File: src/police_map_pkg.sv
// Package: register map, field layout and reset values of the ingress policing bank
package police_map_pkg;
  // ----------------------------------------------------------------
  // Register offsets (byte addresses)
  // ----------------------------------------------------------------
  localparam logic [11:0] POINTER_OFFSET = 12'h804;
  localparam logic [11:0] PRIO_MAP_OFFSET = 12'h808;
  localparam logic [11:0] CONTROL_OFFSET = 12'h80c;
  localparam logic [11:0] RATE_OFFSET = 12'h820;
  localparam logic [11:0] BURST_OFFSET = 12'h824;
  localparam logic [11:0] MONITOR_OFFSET = 12'h828;
  // ----------------------------------------------------------------
  // Field positions
  // ----------------------------------------------------------------
  localparam int PORT_INDEX_LSB = 16;
  localparam int PORT_INDEX_W = 3;
  localparam int QUEUE_SEL_LSB = 0;
  localparam int QUEUE_SEL_W = 2;
  localparam int PRIO_FIELD_W = 4;
  localparam int CONTROL_W = 12;
  localparam int HIGH_HALF_LSB = 16;
  // ----------------------------------------------------------------
  // Reset values
  // ----------------------------------------------------------------
  localparam logic [31:0] PRIO_MAP_RESET = 32'h3322_1100;
  localparam logic [11:0] CONTROL_RESET = 12'h020;
  localparam logic [15:0] CIR_RESET = 16'h1000;
  localparam logic [15:0] PIR_RESET = 16'h2000;
  localparam logic [15:0] CBS_RESET = 16'h1000;
  localparam logic [15:0] PBS_RESET = 16'h3000;

  // Police control layout, bit 11 down to bit 0
  typedef struct packed {
    logic count_dropped_only;
    logic drop_all_over_max;
    logic [1:0] monitor_select;
    logic port_based;
    logic [1:0] non_ip_frame_color;
    logic color_mark_en;
    logic color_remap_en;
    logic srp_drop_allowed;
    logic color_blind;
    logic police_en;
  } control_t;

  // Per port and queue limits
  typedef struct packed {
    logic [15:0] cir;
    logic [15:0] pir;
    logic [15:0] cbs;
    logic [15:0] pbs;
  } limits_t;
endpackage

File: src/ingress_police_queue_map.sv
// Ingress policing and priority-to-queue configuration bank with classic Wishbone slave
// How it works
// RULE1: Pointer bits 18:16 pick one of six ports
// RULE2: Pointer bits 1:0 pick queue, reset zero
// RULE3: Eight four-bit priority fields, low two used
// RULE4: Reset map 7,6->3 5,4->2 3,2->1 1,0->0
// RULE5: Bit 11 counts only dropped packets per colour
// RULE6: Bit 10 drops all above memory maximum
// RULE7: Bits 9:8 pick monitor counter colour
// RULE8: Bit 7 per-port policing, else port zero
// RULE9: Bits 6:5 non-IP frame colour, reset 01
// RULE10: Bit 4 enables DSCP colour marking
// RULE11: Bit 3 enables DSCP colour remapping
// RULE12: Bit 2 allows WRED drop of SRP
// RULE13: Bit 1 colour-blind, clear colour-aware
// RULE14: Bit 0 enables policing and WRED, reset off
// RULE15: Rate bits 31:16 committed rate, reset 1000
// RULE16: Rate bits 15:0 peak rate, reset 2000
// RULE17: Burst bits 31:16 committed burst, reset 1000
// RULE18: Burst bits 15:0 peak burst, reset 3000
// RULE19: Reserved pointer and control bits read zero
// RULE20: Software sets pointer before rate access
`timescale 1ns/100ps
module ingress_police_queue_map #(
  parameter int NUM_PORTS = 6,
  parameter int NUM_QUEUES = 4,
  parameter int COUNTER_W = 24
) (
  input wire logic clock_i,
  input wire logic resetn_i,
  input wire logic wb_cyc_i,
  input wire logic wb_stb_i,
  input wire logic wb_we_i,
  input wire logic [11:0] wb_adr_i,
  input wire logic [3:0] wb_sel_i,
  input wire logic [31:0] wb_dat_i,
  output logic [31:0] wb_dat_o,
  output logic wb_ack_o,
  output logic wb_err_o,
  // Selected queue's counters from the datapath meter (same clock)
  input wire logic [COUNTER_W-1:0] red_count_i,
  input wire logic [COUNTER_W-1:0] yellow_count_i,
  input wire logic [COUNTER_W-1:0] green_count_i,
  input wire logic [COUNTER_W-1:0] dropped_count_i,
  // Priority lookup port for the ingress datapath
  input wire logic [2:0] lookup_priority_i,
  output logic [1:0] lookup_queue_o,
  // Configuration driven to the policer and WRED logic
  output police_map_pkg::control_t control_o,
  output logic [2:0] police_port_o,
  output logic [1:0] police_queue_o,
  output police_map_pkg::limits_t limits_o
);
  localparam int ENTRIES = NUM_PORTS * NUM_QUEUES;
  localparam logic [4:0] LAST_ENTRY = 5'(ENTRIES - 1);
  localparam police_map_pkg::limits_t LIMITS_RESET = '{
    cir: police_map_pkg::CIR_RESET,
    pir: police_map_pkg::PIR_RESET,
    cbs: police_map_pkg::CBS_RESET,
    pbs: police_map_pkg::PBS_RESET
  };

  // ----------------------------------------------------------------
  // Bus decode
  // ----------------------------------------------------------------
  logic req;
  logic wr;
  logic hit;
  logic [31:0] rd_data;
  logic [2:0] port_q;
  logic [1:0] queue_q;
  logic [31:0] prio_map_q;
  police_map_pkg::control_t control_q;
  police_map_pkg::limits_t limits_q [ENTRIES];
  logic [31:0] rate_word;
  logic [31:0] burst_word;
  logic [COUNTER_W-1:0] monitor_value;
  logic [4:0] sel_entry;
  logic [4:0] eff_entry;
  logic entry_ok;
  logic eff_ok;
  logic wr_pointer;
  logic wr_prio;
  logic wr_control;
  logic wr_rate;
  logic wr_burst;
  logic [31:0] control_merged;
  logic [1:0] prio_queue [8];

  // Indirect entry from port and queue; per-queue mode uses port zero for the policer entry, while bus access keeps the pointer port
  function automatic logic [4:0] entry_of(input logic [2:0] port, input logic [1:0] queue,
                                          input logic per_port);
    logic [4:0] idx;
    idx = per_port ? {port, queue} : {3'h0, queue}; // RULE8
    return idx;
  endfunction

  // Merge write data under byte enables
  function automatic logic [31:0] merge(input logic [31:0] old, input logic [31:0] nw,
                                        input logic [3:0] sel);
    logic [31:0] r;
    r = old;
    for (int b = 0; b < 4; b++)
    begin
      if (sel[b])
      begin
        r[b*8 +: 8] = nw[b*8 +: 8];
      end
    end
    return r;
  endfunction

  // Write strobe for one register offset
  function automatic logic write_to(input logic wr_req, input logic [11:0] adr,
                                    input logic [11:0] offset);
    return wr_req && (adr == offset);
  endfunction

  // Ports six and seven lie beyond the table: reads give zero, writes are lost
  function automatic logic in_table(input logic [4:0] idx);
    return idx <= LAST_ENTRY;
  endfunction

  assign req = wb_cyc_i && wb_stb_i && !wb_ack_o && !wb_err_o;
  assign wr = req && wb_we_i && hit;
  assign sel_entry = entry_of(port_q, queue_q, 1'b1); // RULE20
  assign eff_entry = entry_of(port_q, queue_q, control_q.port_based); // RULE8
  assign entry_ok = in_table(sel_entry); // RULE1
  assign eff_ok = in_table(eff_entry); // RULE1
  assign wr_pointer = write_to(wr, wb_adr_i, police_map_pkg::POINTER_OFFSET);
  assign wr_prio = write_to(wr, wb_adr_i, police_map_pkg::PRIO_MAP_OFFSET);
  assign wr_control = write_to(wr, wb_adr_i, police_map_pkg::CONTROL_OFFSET);
  assign wr_rate = write_to(wr, wb_adr_i, police_map_pkg::RATE_OFFSET);
  assign wr_burst = write_to(wr, wb_adr_i, police_map_pkg::BURST_OFFSET);

  always_comb
  begin
    hit = 1'b1;
    unique case (wb_adr_i)
      police_map_pkg::POINTER_OFFSET,
      police_map_pkg::PRIO_MAP_OFFSET,
      police_map_pkg::CONTROL_OFFSET,
      police_map_pkg::RATE_OFFSET,
      police_map_pkg::BURST_OFFSET,
      police_map_pkg::MONITOR_OFFSET: hit = 1'b1;
      default: hit = 1'b0;
    endcase
  end

  // ----------------------------------------------------------------
  // Pointer register
  // ----------------------------------------------------------------
  // Port index and queue selector sit in separate byte lanes, each with its own enable
  always_ff @(posedge clock_i)
  begin
    if (!resetn_i)
    begin
      port_q <= 3'h0;
    end
    else if (wr_pointer && wb_sel_i[2])
    begin
      port_q <= wb_dat_i[police_map_pkg::PORT_INDEX_LSB +: police_map_pkg::PORT_INDEX_W]; // RULE1
    end
  end

  always_ff @(posedge clock_i)
  begin
    if (!resetn_i)
    begin
      queue_q <= 2'h0; // RULE2
    end
    else if (wr_pointer && wb_sel_i[0])
    begin
      queue_q <= wb_dat_i[police_map_pkg::QUEUE_SEL_LSB +: police_map_pkg::QUEUE_SEL_W]; // RULE2
    end
  end

  // ----------------------------------------------------------------
  // Priority map and control
  // ----------------------------------------------------------------
  always_ff @(posedge clock_i)
  begin
    if (!resetn_i)
    begin
      prio_map_q <= police_map_pkg::PRIO_MAP_RESET; // RULE4
    end
    else if (wr_prio)
    begin
      prio_map_q <= merge(prio_map_q, wb_dat_i, wb_sel_i); // RULE3
    end
  end

  // Bits 31:12 are dropped below and read back as zero
  assign control_merged = merge({20'h00000, control_q}, wb_dat_i, wb_sel_i);

  always_ff @(posedge clock_i)
  begin
    if (!resetn_i)
    begin
      control_q <= police_map_pkg::control_t'(police_map_pkg::CONTROL_RESET); // RULE9 RULE14
    end
    else if (wr_control)
    begin
      control_q <= police_map_pkg::control_t'(
        control_merged[police_map_pkg::CONTROL_W-1:0]); // RULE19
    end
  end

  // ----------------------------------------------------------------
  // Indirect rate and burst table
  // ----------------------------------------------------------------
  assign rate_word = entry_ok ? {limits_q[sel_entry].cir, limits_q[sel_entry].pir}
                              : 32'h0000_0000; // RULE1
  assign burst_word = entry_ok ? {limits_q[sel_entry].cbs, limits_q[sel_entry].pbs}
                               : 32'h0000_0000; // RULE1

  generate
    for (genvar e = 0; e < ENTRIES; e++)
    begin : g_entry
      always_ff @(posedge clock_i)
      begin
        if (!resetn_i)
        begin
          limits_q[e].cir <= police_map_pkg::CIR_RESET; // RULE15
          limits_q[e].pir <= police_map_pkg::PIR_RESET; // RULE16
          limits_q[e].cbs <= police_map_pkg::CBS_RESET; // RULE17
          limits_q[e].pbs <= police_map_pkg::PBS_RESET; // RULE18
        end
        else if (sel_entry == 5'(e))
        begin
          if (wr_rate)
          begin
            {limits_q[e].cir, limits_q[e].pir} <= merge(rate_word, wb_dat_i, wb_sel_i); // RULE15 RULE16
          end
          if (wr_burst)
          begin
            {limits_q[e].cbs, limits_q[e].pbs} <= merge(burst_word, wb_dat_i, wb_sel_i); // RULE17 RULE18
          end
        end
      end
    end
  endgenerate

  // ----------------------------------------------------------------
  // Read mux and answer
  // ----------------------------------------------------------------
  always_comb
  begin
    unique case (control_q.monitor_select) // RULE7
      2'b11: monitor_value = red_count_i;
      2'b10: monitor_value = yellow_count_i;
      2'b01: monitor_value = green_count_i;
      2'b00: monitor_value = dropped_count_i;
    endcase
  end

  always_comb
  begin
    rd_data = 32'h0000_0000;
    unique case (wb_adr_i)
      police_map_pkg::POINTER_OFFSET: rd_data = {13'h0000, port_q, 14'h0000, queue_q}; // RULE19
      police_map_pkg::PRIO_MAP_OFFSET: rd_data = prio_map_q;
      police_map_pkg::CONTROL_OFFSET: rd_data = {20'h00000, control_q};
      police_map_pkg::RATE_OFFSET: rd_data = rate_word;
      police_map_pkg::BURST_OFFSET: rd_data = burst_word;
      police_map_pkg::MONITOR_OFFSET: rd_data = 32'(monitor_value);
      default: rd_data = 32'h0000_0000;
    endcase
  end

  // ----------------------------------------------------------------
  // Bus answer: one wait state, the cycle after the request is seen
  // ----------------------------------------------------------------
  always_ff @(posedge clock_i)
  begin
    if (!resetn_i)
    begin
      wb_ack_o <= 1'b0;
    end
    else
    begin
      wb_ack_o <= req && hit;
    end
  end

  // Unmapped offsets are refused with an error instead of an acknowledge
  always_ff @(posedge clock_i)
  begin
    if (!resetn_i)
    begin
      wb_err_o <= 1'b0;
    end
    else
    begin
      wb_err_o <= req && !hit;
    end
  end

  // Data stays zero outside a read answer so a stale word never leaks out
  always_ff @(posedge clock_i)
  begin
    if (!resetn_i)
    begin
      wb_dat_o <= 32'h0000_0000;
    end
    else
    begin
      wb_dat_o <= (req && hit && !wb_we_i) ? rd_data : 32'h0000_0000;
    end
  end

  // ----------------------------------------------------------------
  // Outputs to the datapath
  // ----------------------------------------------------------------
  // Only the low two bits of each nibble carry the queue
  generate
    for (genvar p = 0; p < 8; p++)
    begin : g_prio
      assign prio_queue[p] = prio_map_q[p * police_map_pkg::PRIO_FIELD_W +: 2]; // RULE3
    end
  endgenerate

  always_ff @(posedge clock_i)
  begin
    if (!resetn_i)
    begin
      lookup_queue_o <= 2'h0;
    end
    else
    begin
      lookup_queue_o <= prio_queue[lookup_priority_i]; // RULE3 RULE4
    end
  end

  always_ff @(posedge clock_i)
  begin
    if (!resetn_i)
    begin
      control_o <= police_map_pkg::control_t'(police_map_pkg::CONTROL_RESET);
    end
    else
    begin
      control_o <= control_q; // RULE5 RULE6 RULE10 RULE11 RULE12 RULE13 RULE14
    end
  end

  always_ff @(posedge clock_i)
  begin
    if (!resetn_i)
    begin
      police_port_o <= 3'h0;
    end
    else
    begin
      police_port_o <= control_q.port_based ? port_q : 3'h0; // RULE8
    end
  end

  always_ff @(posedge clock_i)
  begin
    if (!resetn_i)
    begin
      police_queue_o <= 2'h0;
    end
    else
    begin
      police_queue_o <= queue_q; // RULE2
    end
  end

  // An index past the table shows the reset limits rather than an unknown entry
  always_ff @(posedge clock_i)
  begin
    if (!resetn_i)
    begin
      limits_o <= LIMITS_RESET;
    end
    else
    begin
      limits_o <= eff_ok ? limits_q[eff_entry] : LIMITS_RESET; // RULE8
    end
  end
endmodule

File: config.mk
export PLATFORM = sky130hd
export DESIGN_NAME = ingress_police_queue_map
export DESIGN_NICKNAME = d
export VERILOG_FILES = /design/src/police_map_pkg.sv /design/src/ingress_police_queue_map.sv
export SDC_FILE = /design/constraint.sdc
export NUM_CORES = 2
export LEC_CHECK = 0
export BUFFER_PORTS_ARGS = -buffer_cell sky130_fd_sc_hd__buf_2
export CELL_PAD_IN_SITES_DETAIL_PLACEMENT = 0
export CELL_PAD_IN_SITES_GLOBAL_PLACEMENT = 1
export CORE_ASPECT_RATIO = 0.6
export CORE_MARGIN = 2
export CORE_UTILIZATION = 44
export DETAILED_ROUTE_END_ITERATION = 16
export PLACE_DENSITY_LB_ADDON = 0.1
export SYNTH_ARGS = -nofsm -noshare
export SYNTH_HDL_FRONTEND = slang
export SYNTH_SLANG_ARGS = --single-unit
File: constraint.sdc
create_clock -name clock_i -period 2.8 [get_ports clock_i]
set_input_delay 0.42 -clock clock_i [delete_from_list [all_inputs] [get_ports clock_i]]
set_output_delay 0.42 -clock clock_i [all_outputs]
set_load 0.02 [all_outputs]
### Word-level counts from Yosys, hierarchy flattened

Cells that the tools add are included.

* bitwise operators: 3
* reduce and logical (&&, ||, !) cells: 79
* magnitude comparators: 5
* multiplexer cells: 23
* eq/ne operators: 32

Operator list (number)
* $bmux W64 S5: 2
* $mux W64: 4
* $pmux W32 S6: 1
* $reduce_and A2 Y1: 57
* $pmux W24 S4: 1
* $eq A12 B12 Y1 const B: 6
* $mux W32: 2
* $mux W8: 8
* $eq A5 B4 Y1 const B: 8
* $eq A5 B5 Y1 const B: 8
* $eq A5 B3 Y1 const B: 4
* $logic_and A1 B1 Y1: 15
* $ge A6 B6 Y1 const B: 2
* $not A5 Y6: 2
* $eq A5 B2 Y1 const B: 2
* $le A5 B5 Y1 const B: 2
* $bmux W2 S3: 1
* $reduce_or A6 Y1: 1
* $eq A5 B1 Y1 const B: 1
* $logic_not A5 Y1: 1
* $mux W5: 1
* $eq A2 B2 Y1 const B: 2
* $ge A4 B4 Y1 const B: 1
* $logic_not A1 Y1: 4
* 5 further kinds: 6

* input bits: 152
* logic and storage cells: 274
* output and inout bits: 117
* bits in registers: 1702

### Depth between registers and ports, before layout

* depth after elaboration: 7
* gate-level depth with buffers: 15
* depth with buffers taken out: 5

### Least setup slack after synthesis

No wires, ideal clock.

* path type: flip-flop to flip-flop
* from: register queue_q[0]
* to: register limits_o[57] (netlist bit)
* clock period less this slack: 2809 ps
* arrival: 2686 ps
* data required time: 2677 ps
* slack: -9 ps
* stages on the path, launching flop included: 14
* buffers on the path: 9
* library setup time: 123 ps
* path through: dfxtp_1 -> buf_6 -> buf_8 -> buf_8 -> buf_6 -> buf_6 -> buf_6 -> buf_6 -> buf_2 -> buf_2 -> mux4_2 -> mux4_2 -> nand3_1 -> o21ai_0

* longest elaborated chain between the ends: 5
* elaborated cells between the ends (all ways): 7
* those cells by class: 1 x order compare; 4 x mux; 1 x bitwise; 1 x reduce/logical

Ends and longest elaborated chain
* start: declaration: RTL line ingress_police_queue_map.sv:71 `logic [1:0] queue_q;`
* start signal: assignment: RTL line ingress_police_queue_map.sv:174 `queue_q <= wb_dat_i[police_map_pkg::QUEUE_SEL_LSB +: police_map_pkg::QUEUE_SEL_W];`
* $mux W5 (*): RTL line ingress_police_queue_map.sv:94 `idx = per_port ? {port, queue} : {3'h0, queue};`
* $not A5 Y6 (not written as such): RTL line ingress_police_queue_map.sv:380 `limits_o <= eff_ok ? limits_q[eff_entry] : LIMITS_RESET;`
* $bmux W64 S5: RTL line ingress_police_queue_map.sv:380
* $mux W64 (not written as such) (2 in a row): RTL line ingress_police_queue_map.sv:380
* end signal: assignment: RTL line ingress_police_queue_map.sv:380
* end: declaration: RTL line ingress_police_queue_map.sv:52 `output police_map_pkg::limits_t limits_o`

Mark *: on every way between the ends. The rest lies on a longest branch, timed or not. The select of a mux whose other input is x is not followed.
A chain may end at the register's enable or synchronous reset.

### Worst setup path in the final report

* from: register queue_q[0]
* to: register limits_o[28] (netlist bit)

The elaborated chain is that of the path after synthesis.

==> results.toml <==
[global_routing]
use_met2_pct = 51.6
met1_usage_pct = 59.7
grt-ovfl-total = 0
busiest_layer = "met1"
grt_pass1_wl_um = 542000
met3_usage_pct = 14.2
grt_usage_pct = 40.1
antenna_found_initial = 32
grt_pass1_vias = 71800
grt_max_degree = 150

[placed_design]
placedCellCount = 11300
gp_congestion = 0.931
portBuffers = 268
dp_hpwl_um = 259000
post_dp_cell_area_um2 = 90700

[clocking]
cts_buffers = 176
cts.reportedPaths.clkPinSlew_ns = 0.06
clkSinkCount = 1702
htreeDepth = 4
tritoncts = "done"
clock_latency_ns = 0.85
cts_root_buf = "clkbuf_16"
clockBufferDepth = 4

[synth]
synth_top_cell_area_share_pct = 42.7
ys.flop_type = "dfxtp_1"
synth_edf_count = 0
syn_nets = 8939
syn_area_per_cell_um2 = 9.08
synth_area_leaders = "dfxtp_1 43%, mux4_2 8.5%, o21ai_0 5.3%, nand3_1 5.3%, a21oi_1 5.0%"
synthCells = 8787
async_flop_share_pct = 0
yosys_warnings = 0
synth_cell_types = 83
netlist.top_cell.by_area = "dfxtp_1"
synth_area_um2 = 79800
ys_seq_elements = 1702
yosysSeqAreaShare_pct = 42.7

[route]
drc_errors = 0
ant_nets = 0
via_per_inst = 6.82
detail_route.wl_per_cell_um = 33.7
drt_pass1_iterations = 8
num_vias = 80100
first_iter_violations = 12800
wl_um = 395000

[pwr]
powerDensity_nw_per_um2 = 516
peakVddDrop_mv = 0.485
p_leak_uw = 0.0345

[job]
max-cap-violations = 0

[floorplan]
ioPinCount = 269
num_rows = 121
initial_core_util_pct = 44.2
die_area_um2 = 185000
die_x_um = 554
die-height_um = 334
core_region_area_um2 = 181000

[timing]
fin_skew_ns = 0.0283
finalSetupTns_ns = -0.623
fin_crit_ns = 2.86
max_freq_mhz = 349
relSlewSlack_pct = 25.4
rsz0062_at_grt = "yes"
fin_hold_ws_ns = 0.117
setup_viol = 50
fin_crit_sh_pct = 102
worst_pin_slew_ns = 1.12
timing.final.max_slew_violations = 0
hold_violations = 0
fin_ws_ns = -0.0632

[setup_path]
r2r_start = "queue_q[0]$_SDFFE_PN0P_"
crit_path_max_fanout = 9
crit_start = "queue_q[0]$_SDFFE_PN0P_"
arrival_ns = 3.58
crit_path_start_kind = "register"
end_kind = "register"
required_ns = 3.52
crit_type = "reg2reg"

[run_status]
outcome = "complete, but fails checks"
violations = "setup timing"

[layout]
final_cells = 11700
design_area_um2 = 99500
drive_gt1_share_pct = 25.5
fin_util_pct = 55.1
nNetsFinal = 9352
syn_to_final_growth_pct = 24.7

[min_path]
min_from = "wb_adr_i[3]"
hp-class = "in2reg"
[cell usage after synthesis (49+ instances only)]
cell type	instances
a211oi_1	60
a21oi_1	798
a22oi_1	71
buf_1	87
buf_2	197
clkbuf_1	740
dfxtp_1	1702
mux2_2	263
mux2i_1	240
mux4_2	300
nand2_1	892
nand3_1	842
nor2_1	200
nor3_1	87
o211ai_1	499
o21ai_0	847
o221ai_1	49
o22ai_1	123
o311ai_0	282
o31ai_1	63
[critical path, cell delays in order, from the launching register on]
cell and delay, ns:
dfxtp_4 0.36, buf_12 0.17, buf_12 0.16, buf_12 0.11, buf_16 0.12, mux4_2 0.49, and2_0 0.17, a31o_2 0.21
o211ai_1 0.40, o311ai_2 0.28, buf_4 0.25
[layout by cell type (no fill, tap or decap), types with 20 or more instances in the layout]
cell	netlist	layout
mux2i_1	240	234
and2_1	28	27
clkbuf_8	0	28
nand2b_1	39	36
nor3_1	87	83
o21ai_1	14	44
a22o_1	31	31
dlygate4sd3_1	0	33
o311ai_0	282	212
mux4_2	300	300
bufinv_16	0	22
o311ai_1	15	59
buf_2	197	265
nor2_1	200	197
o221ai_1	49	47
o311ai_2	13	29
o31ai_1	63	37
clkbuf_16	0	210
a22oi_2	0	22
a211oi_1	60	55
o21ai_0	847	812
nor2b_1	31	29
o22ai_1	123	122
dfxtp_1	1702	1696
nand3_1	842	800
buf_4	30	648
clkbuf_1	740	41
o31ai_2	2	20
a22oi_1	71	49
buf_12	0	299
a21oi_1	798	795
o211ai_1	499	499
nand2_1	892	888
mux2_2	263	260
buf_6	24	23
nand3_2	5	47
clkinv_2	0	25
a31oi_1	31	30
[area by class of cell]
class,count,area [µm²]
fill,16100,81200
multi-input combinational,5989,42500
sequential,1702,34100
timing repair buffer,1320,14000
clock buffer,248,5020
tap,2398,3000
clock inverter,61,901
inverter,11,58.8
antenna,10,25.0
[sequential cells by signal (all words and copies together) (netlist names)]
name,flops
limits_q,1536
limits_o,64
prio_map_q,32
wb_dat_o,32
control_o,12
control_q,12
police_port_o,3
port_q,3
lookup_queue_o,2
police_queue_o,2
queue_q,2
wb_ack_o,1
wb_err_o,1
[final timing paths]
check	endpoint	slack, ns	cells after the start
worst max-delay path	limits_o[28]$_SDFF_PN1_	-0.06	10
worst min-delay path	wb_err_o$_SDFF_PN0_	0.12	4
worst max register to register	limits_o[28]$_SDFF_PN1_	-0.06	10
worst min register to register	limits_q[1535]$_SDFFE_PN0P_	0.45	2
[per-layer routing]
metal | vias up | wire [µm]
met1 | 39500 | 169000
met5 | - | 111
met2 | 5908 | 148000
li1 | 33800 | -
met3 | 886 | 61200
met4 | 16 | 17000
[repair_timing]
action	in CTS	in global routing
pin swaps	1	29
buffers inserted	3	71
gates resized for setup	20	274
hold buffers	33	0
endpoints found under the setup margin	1260	939
gates cloned	1	41
endpoints found under the hold margin	55	0
[report_power, final]
group	internal [µW]	switching [µW]
clock	14500	10600
sequential	24200	1.12
combinational	572	1470
[metrics by stage]
stage | setup WS, ns | total power (µW)
6_report | -0.0632 | 51300
5_1_grt | -0.0610 | 52400
4_1_cts | -0.000217 | 51200
3_5_place_dp | -0.504 | 26500
3_3_place_gp | -0.501 | 26500
2_1_floorplan | -0.000360 | 25600
[cell families (layout without fill, tap and decap cells)]
group                  Yosys count  in the layout  share of synthesized area, %
and+or+nand+nor               2219           2219                          12.8
other                            0             10                             0
DFF                           1702           1702                          42.7
buffers and inverters         1096           1640                          5.89
muxes                          806            806                          15.2
AOI/OAI and AO/OA             2964           2964                          23.4
No activity file was read; power rests on OpenSTA's default activity.
